## src/rtl/psc_pkg.sv

```systemverilog
package psc_pkg;
    // byte geometry
    localparam int PSC_BYTE_W = 8;
    localparam logic [2:0] PSC_CNT_RESET = 3'h0;
    localparam logic [2:0] PSC_CNT_PRESET = 3'h1;
    localparam logic [2:0] PSC_CNT_LAST = 3'h7;
    localparam logic [7:0] PSC_DATA_RESET = 8'h00;
    // buffering
    localparam int PSC_FIFO_DEPTH = 16;
    // clock rate and write clock limit
    localparam int PSC_CLK_HZ = 10000000;
    localparam int PSC_WCLK_MAX_HZ = 5250000;
endpackage

```

## src/rtl/psc_fifo.sv

```systemverilog
`timescale 1ns/1ps
`default_nettype none
module psc_fifo #(
    parameter int WIDTH = 8,
    parameter int DEPTH = 16
) (
    // clock and reset
    input wire logic clk,
    input wire logic rst_n,
    // fill side
    input wire logic in_valid,
    input wire logic [WIDTH-1:0] in_data,
    output logic in_ready,
    // drain side
    output logic out_valid,
    output logic [WIDTH-1:0] out_data,
    input wire logic out_ready
);
    localparam int AW = $clog2(DEPTH);
    logic [WIDTH-1:0] mem [DEPTH];
    logic [AW-1:0] wr_q;
    logic [AW-1:0] rd_q;
    logic [AW:0] cnt_q;
    logic push;
    logic pop;

    assign in_ready = (cnt_q != (AW+1)'(DEPTH));
    assign out_valid = (cnt_q != '0);
    assign out_data = mem[rd_q];
    assign push = in_valid && in_ready;
    assign pop = out_valid && out_ready;

    always_ff @(posedge clk)
    begin
        if (push)
        begin
            mem[wr_q] <= in_data;
        end
    end

    always_ff @(posedge clk)
    begin
        if (!rst_n)
        begin
            wr_q <= '0;
            rd_q <= '0;
            cnt_q <= '0;
        end
        else
        begin
            if (push)
            begin
                wr_q <= (wr_q == AW'(DEPTH - 1)) ? '0 : wr_q + 1'b1;
            end
            if (pop)
            begin
                rd_q <= (rd_q == AW'(DEPTH - 1)) ? '0 : rd_q + 1'b1;
            end
            cnt_q <= cnt_q + (AW+1)'(push) - (AW+1)'(pop);
        end
    end
endmodule // psc_fifo
`default_nettype wire

```

## src/rtl/psc_top.sv

```systemverilog
`timescale 1ns/1ps
`default_nettype none
module psc_top
    import psc_pkg::*;
#(
    parameter int BYTE_W = PSC_BYTE_W,
    parameter int FIFO_DEPTH = PSC_FIFO_DEPTH
) (
    // clock and reset
    input wire logic clk,
    input wire logic rst_n,
    // parallel load side
    input wire logic [BYTE_W-1:0] parallel_in,
    input wire logic byte_load_strobe_n,
    output logic load_ready,
    // write clock, sampled as a level
    input wire logic write_clock,
    // control
    input wire logic enable_n,
    input wire logic test_in,
    input wire logic test_in_oe,
    // serial side, with output enables on all but counter_preset_n
    output logic serial_out,
    output logic serial_out_oe,
    output logic byte_done_flag,
    output logic byte_done_flag_oe,
    output logic shift_clock_inv,
    output logic shift_clock_inv_oe,
    output logic shift_clock_copy,
    output logic shift_clock_copy_oe,
    output logic counter_preset_n
);
    // ==========================================================
    // state
    // ==========================================================
    typedef enum logic [1:0] {
        PSC_FREE = 2'b00,
        PSC_FULL = 2'b01
    } psc_state_e;

    psc_state_e state_q;
    logic strobe_q;
    logic wclk_q;
    logic [BYTE_W-1:0] latch_q;
    logic [BYTE_W-1:0] shreg_q;
    logic [2:0] count_q;
    logic done_q;
    logic test_eff;
    logic preset;
    logic wclk_rise;
    logic wclk_fall;
    logic strobe_rise;
    logic strobe_fall;
    logic fifo_valid;
    logic [BYTE_W-1:0] fifo_data;
    logic fifo_pop;
    logic fifo_ready;
    logic done_rise;

    // ==========================================================
    // edge detection
    // ==========================================================
    function automatic logic rising(input logic now, input logic was);
        rising = now && !was;
    endfunction

    assign wclk_rise = rising(write_clock, wclk_q);
    assign wclk_fall = rising(wclk_q, write_clock);
    assign strobe_rise = rising(byte_load_strobe_n, strobe_q);
    assign strobe_fall = rising(strobe_q, byte_load_strobe_n);

    always_ff @(posedge clk)
    begin
        if (!rst_n)
        begin
            wclk_q <= 1'b0;
            strobe_q <= 1'b1;
        end
        else
        begin
            wclk_q <= write_clock;
            strobe_q <= byte_load_strobe_n;
        end
    end

    // ==========================================================
    // input buffering
    // ==========================================================
    // bytes stacked up here let a fast loader run ahead; a full
    // buffer drops load_ready so the loader holds its strobe
    psc_fifo #(
        .WIDTH(BYTE_W),
        .DEPTH(FIFO_DEPTH)
    ) u_fifo (
        .clk(clk),
        .rst_n(rst_n),
        .in_valid(strobe_rise),
        .in_data(parallel_in),
        .in_ready(fifo_ready),
        .out_valid(fifo_valid),
        .out_data(fifo_data),
        .out_ready(fifo_pop)
    );

    always_ff @(posedge clk)
    begin
        if (!rst_n)
        begin
            load_ready <= 1'b1;
        end
        else
        begin
            // one cycle late; a strobe on the fill cycle is dropped
            load_ready <= fifo_ready;
        end
    end

    // latch takes the oldest buffered byte once the shifter has
    // copied it; until then the byte waits in the buffer
    assign fifo_pop = fifo_valid && (state_q == PSC_FREE);

    always_ff @(posedge clk)
    begin
        if (!rst_n)
        begin
            latch_q <= PSC_DATA_RESET;
            state_q <= PSC_FREE;
        end
        else
        begin
            case (state_q)
                PSC_FREE:
                begin
                    if (fifo_pop)
                    begin
                        latch_q <= fifo_data;
                        state_q <= PSC_FULL;
                    end
                end
                PSC_FULL:
                begin
                    if (done_rise)
                    begin
                        state_q <= PSC_FREE;
                    end
                end
                default:
                begin
                    state_q <= PSC_FREE;
                end
            endcase
        end
    end

    // ==========================================================
    // byte counter and done flag
    // ==========================================================
    // open test input reads low, normal level
    assign test_eff = test_in_oe ? test_in : 1'b0;
    // wrap count decoded for both preset and flag
    function automatic logic at_last(input logic [2:0] cnt);
        at_last = (cnt == PSC_CNT_LAST);
    endfunction

    // preset is test or counter wrap
    assign preset = test_eff || at_last(count_q);
    assign done_rise = wclk_rise && at_last(count_q) && !test_eff;

    // modulo 8 count, free of enable
    always_ff @(posedge clk)
    begin
        if (!rst_n)
        begin
            count_q <= PSC_CNT_RESET;
        end
        else if (wclk_rise)
        begin
            count_q <= test_eff ? PSC_CNT_PRESET : count_q + 3'h1;
        end
    end

    // set wins over clear in the same cycle
    always_ff @(posedge clk)
    begin
        if (!rst_n)
        begin
            done_q <= 1'b0;
        end
        else if (done_rise)
        begin
            done_q <= 1'b1;
        end
        else if (strobe_fall)
        begin
            done_q <= 1'b0;
        end
    end

    // ==========================================================
    // shift register
    // ==========================================================
    // latency lands between 8 and 16 write clocks since the load
    // strobe has no phase tie to the counter
    // the serial pin takes the msb on the same fall, so each bit
    // stands one full write clock period
    always_ff @(posedge clk)
    begin
        if (!rst_n)
        begin
            shreg_q <= PSC_DATA_RESET;
        end
        else if (done_rise)
        begin
            shreg_q <= latch_q;
        end
        else if (wclk_fall)
        begin
            // msb first, one bit per fall
            shreg_q <= {shreg_q[BYTE_W-2:0], shreg_q[BYTE_W-1]};
        end
    end

    // ==========================================================
    // pin drivers
    // ==========================================================
    // bit leaves only on a fall
    always_ff @(posedge clk)
    begin
        if (!rst_n)
        begin
            serial_out <= 1'b0;
        end
        else if (wclk_fall)
        begin
            serial_out <= shreg_q[BYTE_W-1];
        end
    end

    always_ff @(posedge clk)
    begin
        if (!rst_n)
        begin
            byte_done_flag <= 1'b0;
            shift_clock_inv <= 1'b1;
            shift_clock_copy <= 1'b0;
            counter_preset_n <= 1'b1;
        end
        else
        begin
            byte_done_flag <= done_q;
            shift_clock_inv <= !write_clock;
            shift_clock_copy <= wclk_q;
            counter_preset_n <= !preset;
        end
    end

    always_ff @(posedge clk)
    begin
        if (!rst_n)
        begin
            serial_out_oe <= 1'b0;
            byte_done_flag_oe <= 1'b0;
            shift_clock_inv_oe <= 1'b0;
            shift_clock_copy_oe <= 1'b0;
        end
        else
        begin
            serial_out_oe <= !enable_n;
            byte_done_flag_oe <= !enable_n;
            shift_clock_inv_oe <= !enable_n;
            shift_clock_copy_oe <= !enable_n;
        end
    end
endmodule // psc_top
`default_nettype wire

```

## config.mk

```make
export PLATFORM = sky130hd
export DESIGN_NAME = psc_top
export DESIGN_NICKNAME = d
export VERILOG_FILES = /design/src/rtl/psc_pkg.sv /design/src/rtl/psc_fifo.sv /design/src/rtl/psc_top.sv
export SDC_FILE = /design/constraint.sdc
export NUM_CORES = 1
export LEC_CHECK = 0
export BUFFER_PORTS_ARGS = -buffer_cell sky130_fd_sc_hd__clkbuf_2
export CAP_MARGIN = 10
export CORE_MARGIN = 2
export CORE_UTILIZATION = 45
export DETAILED_ROUTE_END_ITERATION = 8
export PLACE_DENSITY = 0.65
export SYNTH_ARGS = -nofsm -noshare
export SYNTH_HDL_FRONTEND = slang
export SYNTH_SLANG_ARGS = --single-unit
```

## constraint.sdc

```tcl
create_clock -name clk -period 2.9 [get_ports clk]
set_input_delay 0.29 -clock clk [delete_from_list [all_inputs] [get_ports clk]]
set_output_delay 0.29 -clock clk [all_outputs]
set_load 0.005 [all_outputs]
```

Word-level counts from Yosys, hierarchy flattened
Memories as Yosys holds them, arrays and structs flattened. A register that Yosys moved wholly into a read port is not among the register bits. Cells that the tools add are included.

Bits in registers: 36. Bits in latches: 0. Bits in writable memories: 128. Memory bits (read-only): 0. Bits of input ports: 15. Output and inout bits: 10. Memories: 1.

Memories: u_fifo.mem (depth 16, bits a word 8, rd ports 1, clocked after memory_dff 1, wr ports 1, RTL line psc_fifo.sv:20) `logic [WIDTH-1:0] mem [DEPTH];`.

Add/subtract/negate cells: 5. $mul: 0. Div/mod/pow operators: 0. Order comparisons: 0. Eq/ne operators: 7. Shifts and indexed selects: 0. Muxes and demuxes: 13. Bitwise operators: 0. Reductions and logical operators: 24.

Operator list (count): $mux 8 (2); $logic_and 1x1->1 (9); $add 4x1->4 const B (2); $eq 4x4->1 const B (2); $logic_not 1->1 (8); $mux 4 (2); $add 5x1->5 (1); $mux 1 (5); $ne 5x5->1 const B (1); $reduce_bool 5->1 (1); $sub 5x1->5 (1); $mux 2 (2); $pmux 2 s2 (1); $reduce_and 2->1 (2); $reduce_bool 2->1 (2); $add 3x1->3 const B (1); $eq 3x3->1 const B (1); $mux 3 (1); $eq 2x1->1 const B (1); $logic_not 2->1 (1); $ne 2x1->1 const B (1); $ne 2x2->1 const B (1); $logic_or 1x1->1 (1).

Longest topological paths before layout
Gate-level depths: netlist of run 1.

Word-level depth: 6. Gate-level depth with buffers: 14. Gate-level depth less buffers: 14.

Modules after synthesis
From an unflattened synthesis of run 1, not the netlist that was laid out.

Cells, all modules: 436. Area total of the unflattened synthesis: 7028.0 um^2.

Modules (own cells, without submodules): psc_fifo (instances 1, cells each 307, area an instance 5856.9 um^2, sequential area each 4184.0 um^2); psc_top (instances 1, cells each 129, area an instance 1171.1 um^2, sequential area each 600.6 um^2).

Least setup slack after synthesis of run 1
Ideal clock, no wire load.

Path kind: register to register. Start point: reg u_fifo.cnt_q[3]. End point: reg u_fifo.cnt_q[4]. Data arrival time: 2.550 ns. Data required time: 2.779 ns. Slack: 0.230 ns. Stages on the path, launching flop included: 15. Path through: dfxtp_1 > inv_1 > ha_1 > or4b_1 > nand2b_2 > inv_2 > ha_1 > inv_1 > ha_1 > inv_1 > fa_1 > nand2b_1 > a21oi_1 > o21ai_0 > nor3b_1.

Word-level cells in the longest chain between the ends: 4. Elaborated cells on any way between the ends: 7. Those cells by class: add/sub (2); eq/ne (1); reduce/logical (4).

RTL lines: start: declaration (RTL line psc_fifo.sv:23) `logic [AW:0] cnt_q;`; start signal: assignment (RTL line psc_fifo.sv:59) `cnt_q <= cnt_q + (AW+1)'(push) - (AW+1)'(pop);`; $reduce_bool 5->1 (*) (RTL line psc_fifo.sv:28) `assign out_valid = (cnt_q != '0);`; $logic_and 1x1->1 (RTL line psc_top.sv:120) `assign fifo_pop = fifo_valid && (state_q == PSC_FREE);`; $logic_and 1x1->1 (*) (RTL line psc_fifo.sv:31) `assign pop = out_valid && out_ready;`; via u_fifo.pop (RTL line psc_fifo.sv:25) `logic pop;`; $sub 5x1->5 (*) (RTL line psc_fifo.sv:59).

Mark *: on every way through the listed nets, which the timed path passes. The rest lies on a longest branch. A chain may end at the register's enable or synchronous reset.

Worst setup path after layout of run 1
Ends and elaborated chain as after synthesis.

==> metrics, run 1 <==
Top delay family on crit path=adder cells; DP Area=7210 um^2; fin crit period=2.74 ns; Switching Share=0.266; period utilization=0.945; Flop pwr share=0.473; NetSw=1.64 mW; Final nets=479; Worst Hold End=shift_clock_copy_oe; design area=7790 um^2; register bit count reported by yosys=171; Remaining Overflow, GRT=0; Synth async-reset ratio=0; die area=16300 um^2; Worst Path Buf+Inv=4; WS Path Type=flip-flop to flip-flop; initial core utilization=0.457; worst hold-check path type=input pin to flip-flop; DR vias/cell=5.49; post-cts resize count=0; top routing layer in use=met4; worst-skew pair later-pin latency=0.43 ns; crit start category=flip-flop; post-synth top area share=0.560; hold path depth=2; crit path max fanout=6; H-tree Lvls=4; synth top area cells=edfxtp_1, dfxtp_1, mux4_2; final WL=12100 um; DR WL/cell=18.6 um; commonest cells after routing, fill and taps aside=edfxtp_1, dfxtp_1, nor2_1; die height=128 um; max incr delay on CP=0.47 ns; ratio of cells with drive above 1 in the final layout=0.238; RSZ-0062 raised after global routing=no; final hold vios=0; Slew @ Worst Pin=0.790 ns; post-CTS setup-driven buffer insertion count=0; antenna violations before repair=0; internal power=4.52 mW; Crit. Startpoint=u_fifo.cnt_q[3]; Initial DRC Count=280; Post-synth EDFFs=128; status=complete, no violations; Crit Reg-Reg Startpoint=u_fifo.cnt_q[3]; synthesized area per cell=16.8 um^2; Worst setup EP type=flip-flop; Reg2Reg Setup Slack=0.16 ns; met2 wire length=6110 um; routed wl met3=515 um; DP HPWL=8260 um; CTS Buf Count=17; peak supply drop=0.000500 V; gpl congestion=0.762; buffers added on ports=24; Clock Path Buffers=2; yosys warns=0; Area Overhead vs Synth=13.4%; worst path arrival time=3.04 ns; Required @ worst endpoint=3.20 ns; cts hold-fix bufs=0; post-route ant nets=0; Routed met1 length=5370 um; max-slew violation count=0; area of the core=15000 um^2; first-pass GRT wire length=19700 um; Die X=128 um; clock share of power=0.347; synth unique cells=43; num ports=25; clock sinks=171; Cells after Synth=408; antenna fix cells=0; cell count of the worst reg-to-reg path=14; vias in the first global route=3686; cell taking the most area after synthesis=edfxtp_1; cell breakdown of the critical path=inv_2 > ha_2 > or4b_4 > nand2b_2 > inv_2 > ha_1 > inv_1 > ha_1 > inv_1 > fa_2 > nand2b_1 > a21oi_2 > o21ai_0 > nor3b_1; sequential fraction of the synthesis area=0.685; Layout Utilization=0.518; clock root cell=clkbuf_16; Reg clk slew, reported paths=0.07 ns; synthesized area=6870 um^2; R2R Path End=u_fifo.cnt_q[4]; PD cells=791 nW/um^2; gr usage total=0.163; Max-Cap Viols=0; Post-synth top flop=edfxtp_1; CTS tree=done; WHS=0.0294 ns; Fillers=1212; Power, Total=6.16 mW; Layout Skew=0.00671 ns; DRC Markers=0; combinational power share=0.180; Hold Path Origin=enable_n; setup_tns=0 ns; LEAKAGE=2.64 nW; most common cell after layout, fill and taps aside=edfxtp_1; Crit. path cell count=14; final setup fails=0; Slew HR=0.473; FMAX=365 MHz; standard-cell rows=45; Syn Nets=437; largest net degree at the start of global routing=37; DRT Pass-1 Iters=4; Vias=3575; slowest stage cell on the critical path=or4b_4
Yosys cell counts, types with 8 or more instances:
library cell / number
ha_1: 13
nor2_1: 27
edfxtp_1: 128
a21oi_1: 16
mux4_2: 19
inv_1: 13
mux4_1: 13
a22oi_1: 9
dfxtp_1: 43
nand3_1: 9
o221ai_1: 8
mux2i_1: 20
nand2_1: 20
how the worst max path moves through the flow:
stage / endpoint / slack (ns)
after global routing: u_fifo.cnt_q[4] / 0.006
after floorplan: u_fifo.cnt_q[4] / 0.23
after CTS: u_fifo.cnt_q[4] / 0.01
after global placement: u_fifo.cnt_q[4] / 0.14
final: u_fifo.cnt_q[4] / 0.16
after detailed placement: u_fifo.cnt_q[4] / 0.03
worst reg2reg max path, cell delays in order (launching register included):
cell      delay, ns
dfxtp_1        0.33
inv_2          0.06
ha_2           0.17
or4b_4         0.47
nand2b_2       0.10
inv_2          0.07
ha_1           0.29
inv_1          0.06
ha_1           0.15
inv_1          0.06
fa_2           0.34
nand2b_1       0.16
a21oi_2        0.14
o21ai_0        0.08
nor3b_1        0.14
through the flow:
step                      std cells  worst slack (ns)
after floorplan                 408             0.230
after global placement          619             0.142
after detailed placement        619            0.0286
after CTS                       651            0.0105
after global routing            651           0.00649
final                           651             0.159
final cells by class:
| type | instances | area, um^2 | share of cell area |
|---|---|---|---|
| clock buffers | 17 | 425 | 0.0546 |
| repair buffers | 46 | 298 | 0.0382 |
| flip-flops and latches | 171 | 4710 | 0.604 |
| well taps | 188 | 235 | 0.0302 |
| inverters | 15 | 56.3 | 0.00723 |
| clock inverters | 15 | 140 | 0.0180 |
| multi-input cells | 199 | 1930 | 0.247 |
layer usage:
layer,global-route usage,up-vias
li1,-,1672
met1,0.210,1812
met2,0.268,80
met3,0.0440,11
met4,0.0562,0
met5,0,-
power by group through the flow:
stage,Sequential [mW],Combinational [mW],Clock (mW)
CTS,2.92,1.09,2.19
finish,2.91,1.11,2.14
global placement,2.96,1.05,0
global route,2.94,1.21,2.30
detailed placement,2.97,1.09,0
floorplan,2.85,0.991,0
kinds of logic after synthesis:
group	synth area share
AND/OR/NAND/NOR	0.0617
AO/OA/AOI/OAI	0.0426
multiplexers	0.141
buffers and inverters	0.0366
XOR/XNOR	0.00638
adder cells (fa/ha/maj)	0.0266
flip-flops	0.685
sequential cells by signal, summed over array words and instances (netlist names), 3 cells and up:
signal        cells
u_fifo.mem      128
latch_q           8
shreg_q           8
u_fifo.cnt_q      5
u_fifo.rd_q       4
u_fifo.wr_q       4
count_q           3
Note: power is estimated with default switching activity, not from simulation.
==> inputs of run 2 (changes only) <==
RECOVER_POWER = 50   (was not set)
==> run 2 against run 1 <==
- count of clock-buffer cells in the layout is the same
- maximum frequency is essentially flat
- combinational power is essentially flat
- flip-flop and latch count is the same
- clock power is essentially flat
- wire length shrank 0.11%
- largest cell class unchanged
- non-clock buffer count is the same
- setup slack is essentially flat
==> metrics, run 2 (same netlist as run 1, synthesis figures left out) <==
H-tree Lvls=4; gpl congestion=0.762; Reg clk slew, reported paths=0.07 ns; antenna violations before repair=0; Slew @ Worst Pin=1.18 ns; DP Area=7210 um^2; final hold vios=0; Initial DRC Count=286; hold path depth=2; CTS tree=done; DR vias/cell=5.51; worst hold-check path type=input pin to flip-flop; period utilization=0.945; largest net degree at the start of global routing=37; Hold Path Origin=enable_n; R2R Path End=u_fifo.cnt_q[4]; Cell Count, Final, Fillers Out=651; peak supply drop=0.000501 V; Reg with most FFs=u_fifo.mem; status=complete, no violations; Fillers=1220; vias in the first global route=3686; WS Path Type=flip-flop to flip-flop; clock root cell=clkbuf_16; met2 wire length=6090 um; Worst Hold End=shift_clock_copy_oe; FMAX=365 MHz; crit start category=flip-flop; DRC Markers=0; max-slew violation count=0; Setup WS post-layout=0.159 ns; initial core utilization=0.457; Remaining Overflow, GRT=0; crit path max fanout=6; Area Overhead vs Synth=13.1%; PD cells=793 nW/um^2; fin crit period=2.74 ns; Slew HR=0.212; Vias=3585; final setup fails=0; Clock Path Buffers=2; WHS=0.0284 ns; Routed met1 length=5380 um; commonest cells after routing, fill and taps aside=edfxtp_1, dfxtp_1, nor2_1; max reg flops=128; first-pass GRT wire length=19700 um; buffers added on ports=24; standard-cell rows=45; post-CTS setup-driven buffer insertion count=0; gr usage total=0.163; DRT Pass-1 Iters=4; routed wl met3=504 um; die height=128 um; worst path arrival time=3.04 ns; sequential cell area=4700 um^2; design area=7770 um^2; Post-Place Cells=619; CTS Buf Count=17; RSZ-0062 raised after global routing=no; Final nets=479; most common cell after layout, fill and taps aside=edfxtp_1; setup_tns=0 ns; final WL=12100 um; Place WS=0.0286 ns; Reg2Reg Setup Slack=0.16 ns; worst-skew pair later-pin latency=0.43 ns; Die X=128 um; clock sinks=171; Required @ worst endpoint=3.20 ns; DR WL/cell=18.6 um; Max-Cap Viols=0; DP HPWL=8260 um; largest registers=u_fifo.mem x128, latch_q x8, shreg_q x8; antenna fix cells=0; area of the core=15000 um^2; Crit Reg-Reg Startpoint=u_fifo.cnt_q[3]; cell count of the worst reg-to-reg path=14; LEAKAGE=2.60 nW; Power, Total=6.16 mW; post-route ant nets=0; die area=16300 um^2; Worst setup EP type=flip-flop; Layout Utilization=0.517; top routing layer in use=met4; multi-input combinational cell area=1930 um^2; num ports=25; Layout Skew=0.00732 ns; ratio of cells with drive above 1 in the final layout=0.201
-- run 2: critical path, stage by stage (launching register included) --
cell,delay (ns)
dfxtp_1,0.33
inv_2,0.06
ha_2,0.17
or4b_4,0.47
nand2b_2,0.10
inv_2,0.07
ha_1,0.29
inv_1,0.06
ha_1,0.15
inv_1,0.05
fa_2,0.34
nand2b_1,0.16
a21oi_2,0.14
o21ai_0,0.08
nor3b_1,0.14
-- run 2: where the power goes --
part,internal [mW],switching (mW),total [mW]
combinational,0.584,0.521,1.11
clock,1.19,0.948,2.14
sequential,2.74,0.168,2.91
-- run 2: worst max path at each step --
stage          cells past startpoint               to             from  slack [ns]
5_1_grt                           14  u_fifo.cnt_q[4]  u_fifo.cnt_q[3]       0.005
4_1_cts                           14  u_fifo.cnt_q[4]  u_fifo.cnt_q[2]        0.01
3_3_place_gp                      14  u_fifo.cnt_q[4]  u_fifo.cnt_q[3]        0.14
2_1_floorplan                     14  u_fifo.cnt_q[4]  u_fifo.cnt_q[3]        0.23
6_report                          14  u_fifo.cnt_q[4]  u_fifo.cnt_q[3]        0.16
3_5_place_dp                      14  u_fifo.cnt_q[4]  u_fifo.cnt_q[2]        0.03
-- run 2: layer usage --
metal,global-route usage,vias up
met5,0,-
met4,0.0562,0
met3,0.0440,12
met2,0.268,80
met1,0.210,1823
li1,-,1670
-- run 2: timing repair --
| item | CTS | global route |
|---|---|---|
| hold buffers | 0 | 0 |
| gates resized for setup | 0 | 6 |
| endpoints found under the setup margin | 0 | 1 |
-- run 2: layout make-up --
type                       instances  area share
clock inverter                    15      0.0180
tap                              188      0.0303
sequential                       171       0.606
multi-input combinational        199       0.248
inverter                          15     0.00725
clock buffer                      17      0.0548
timing repair buffer              46      0.0359
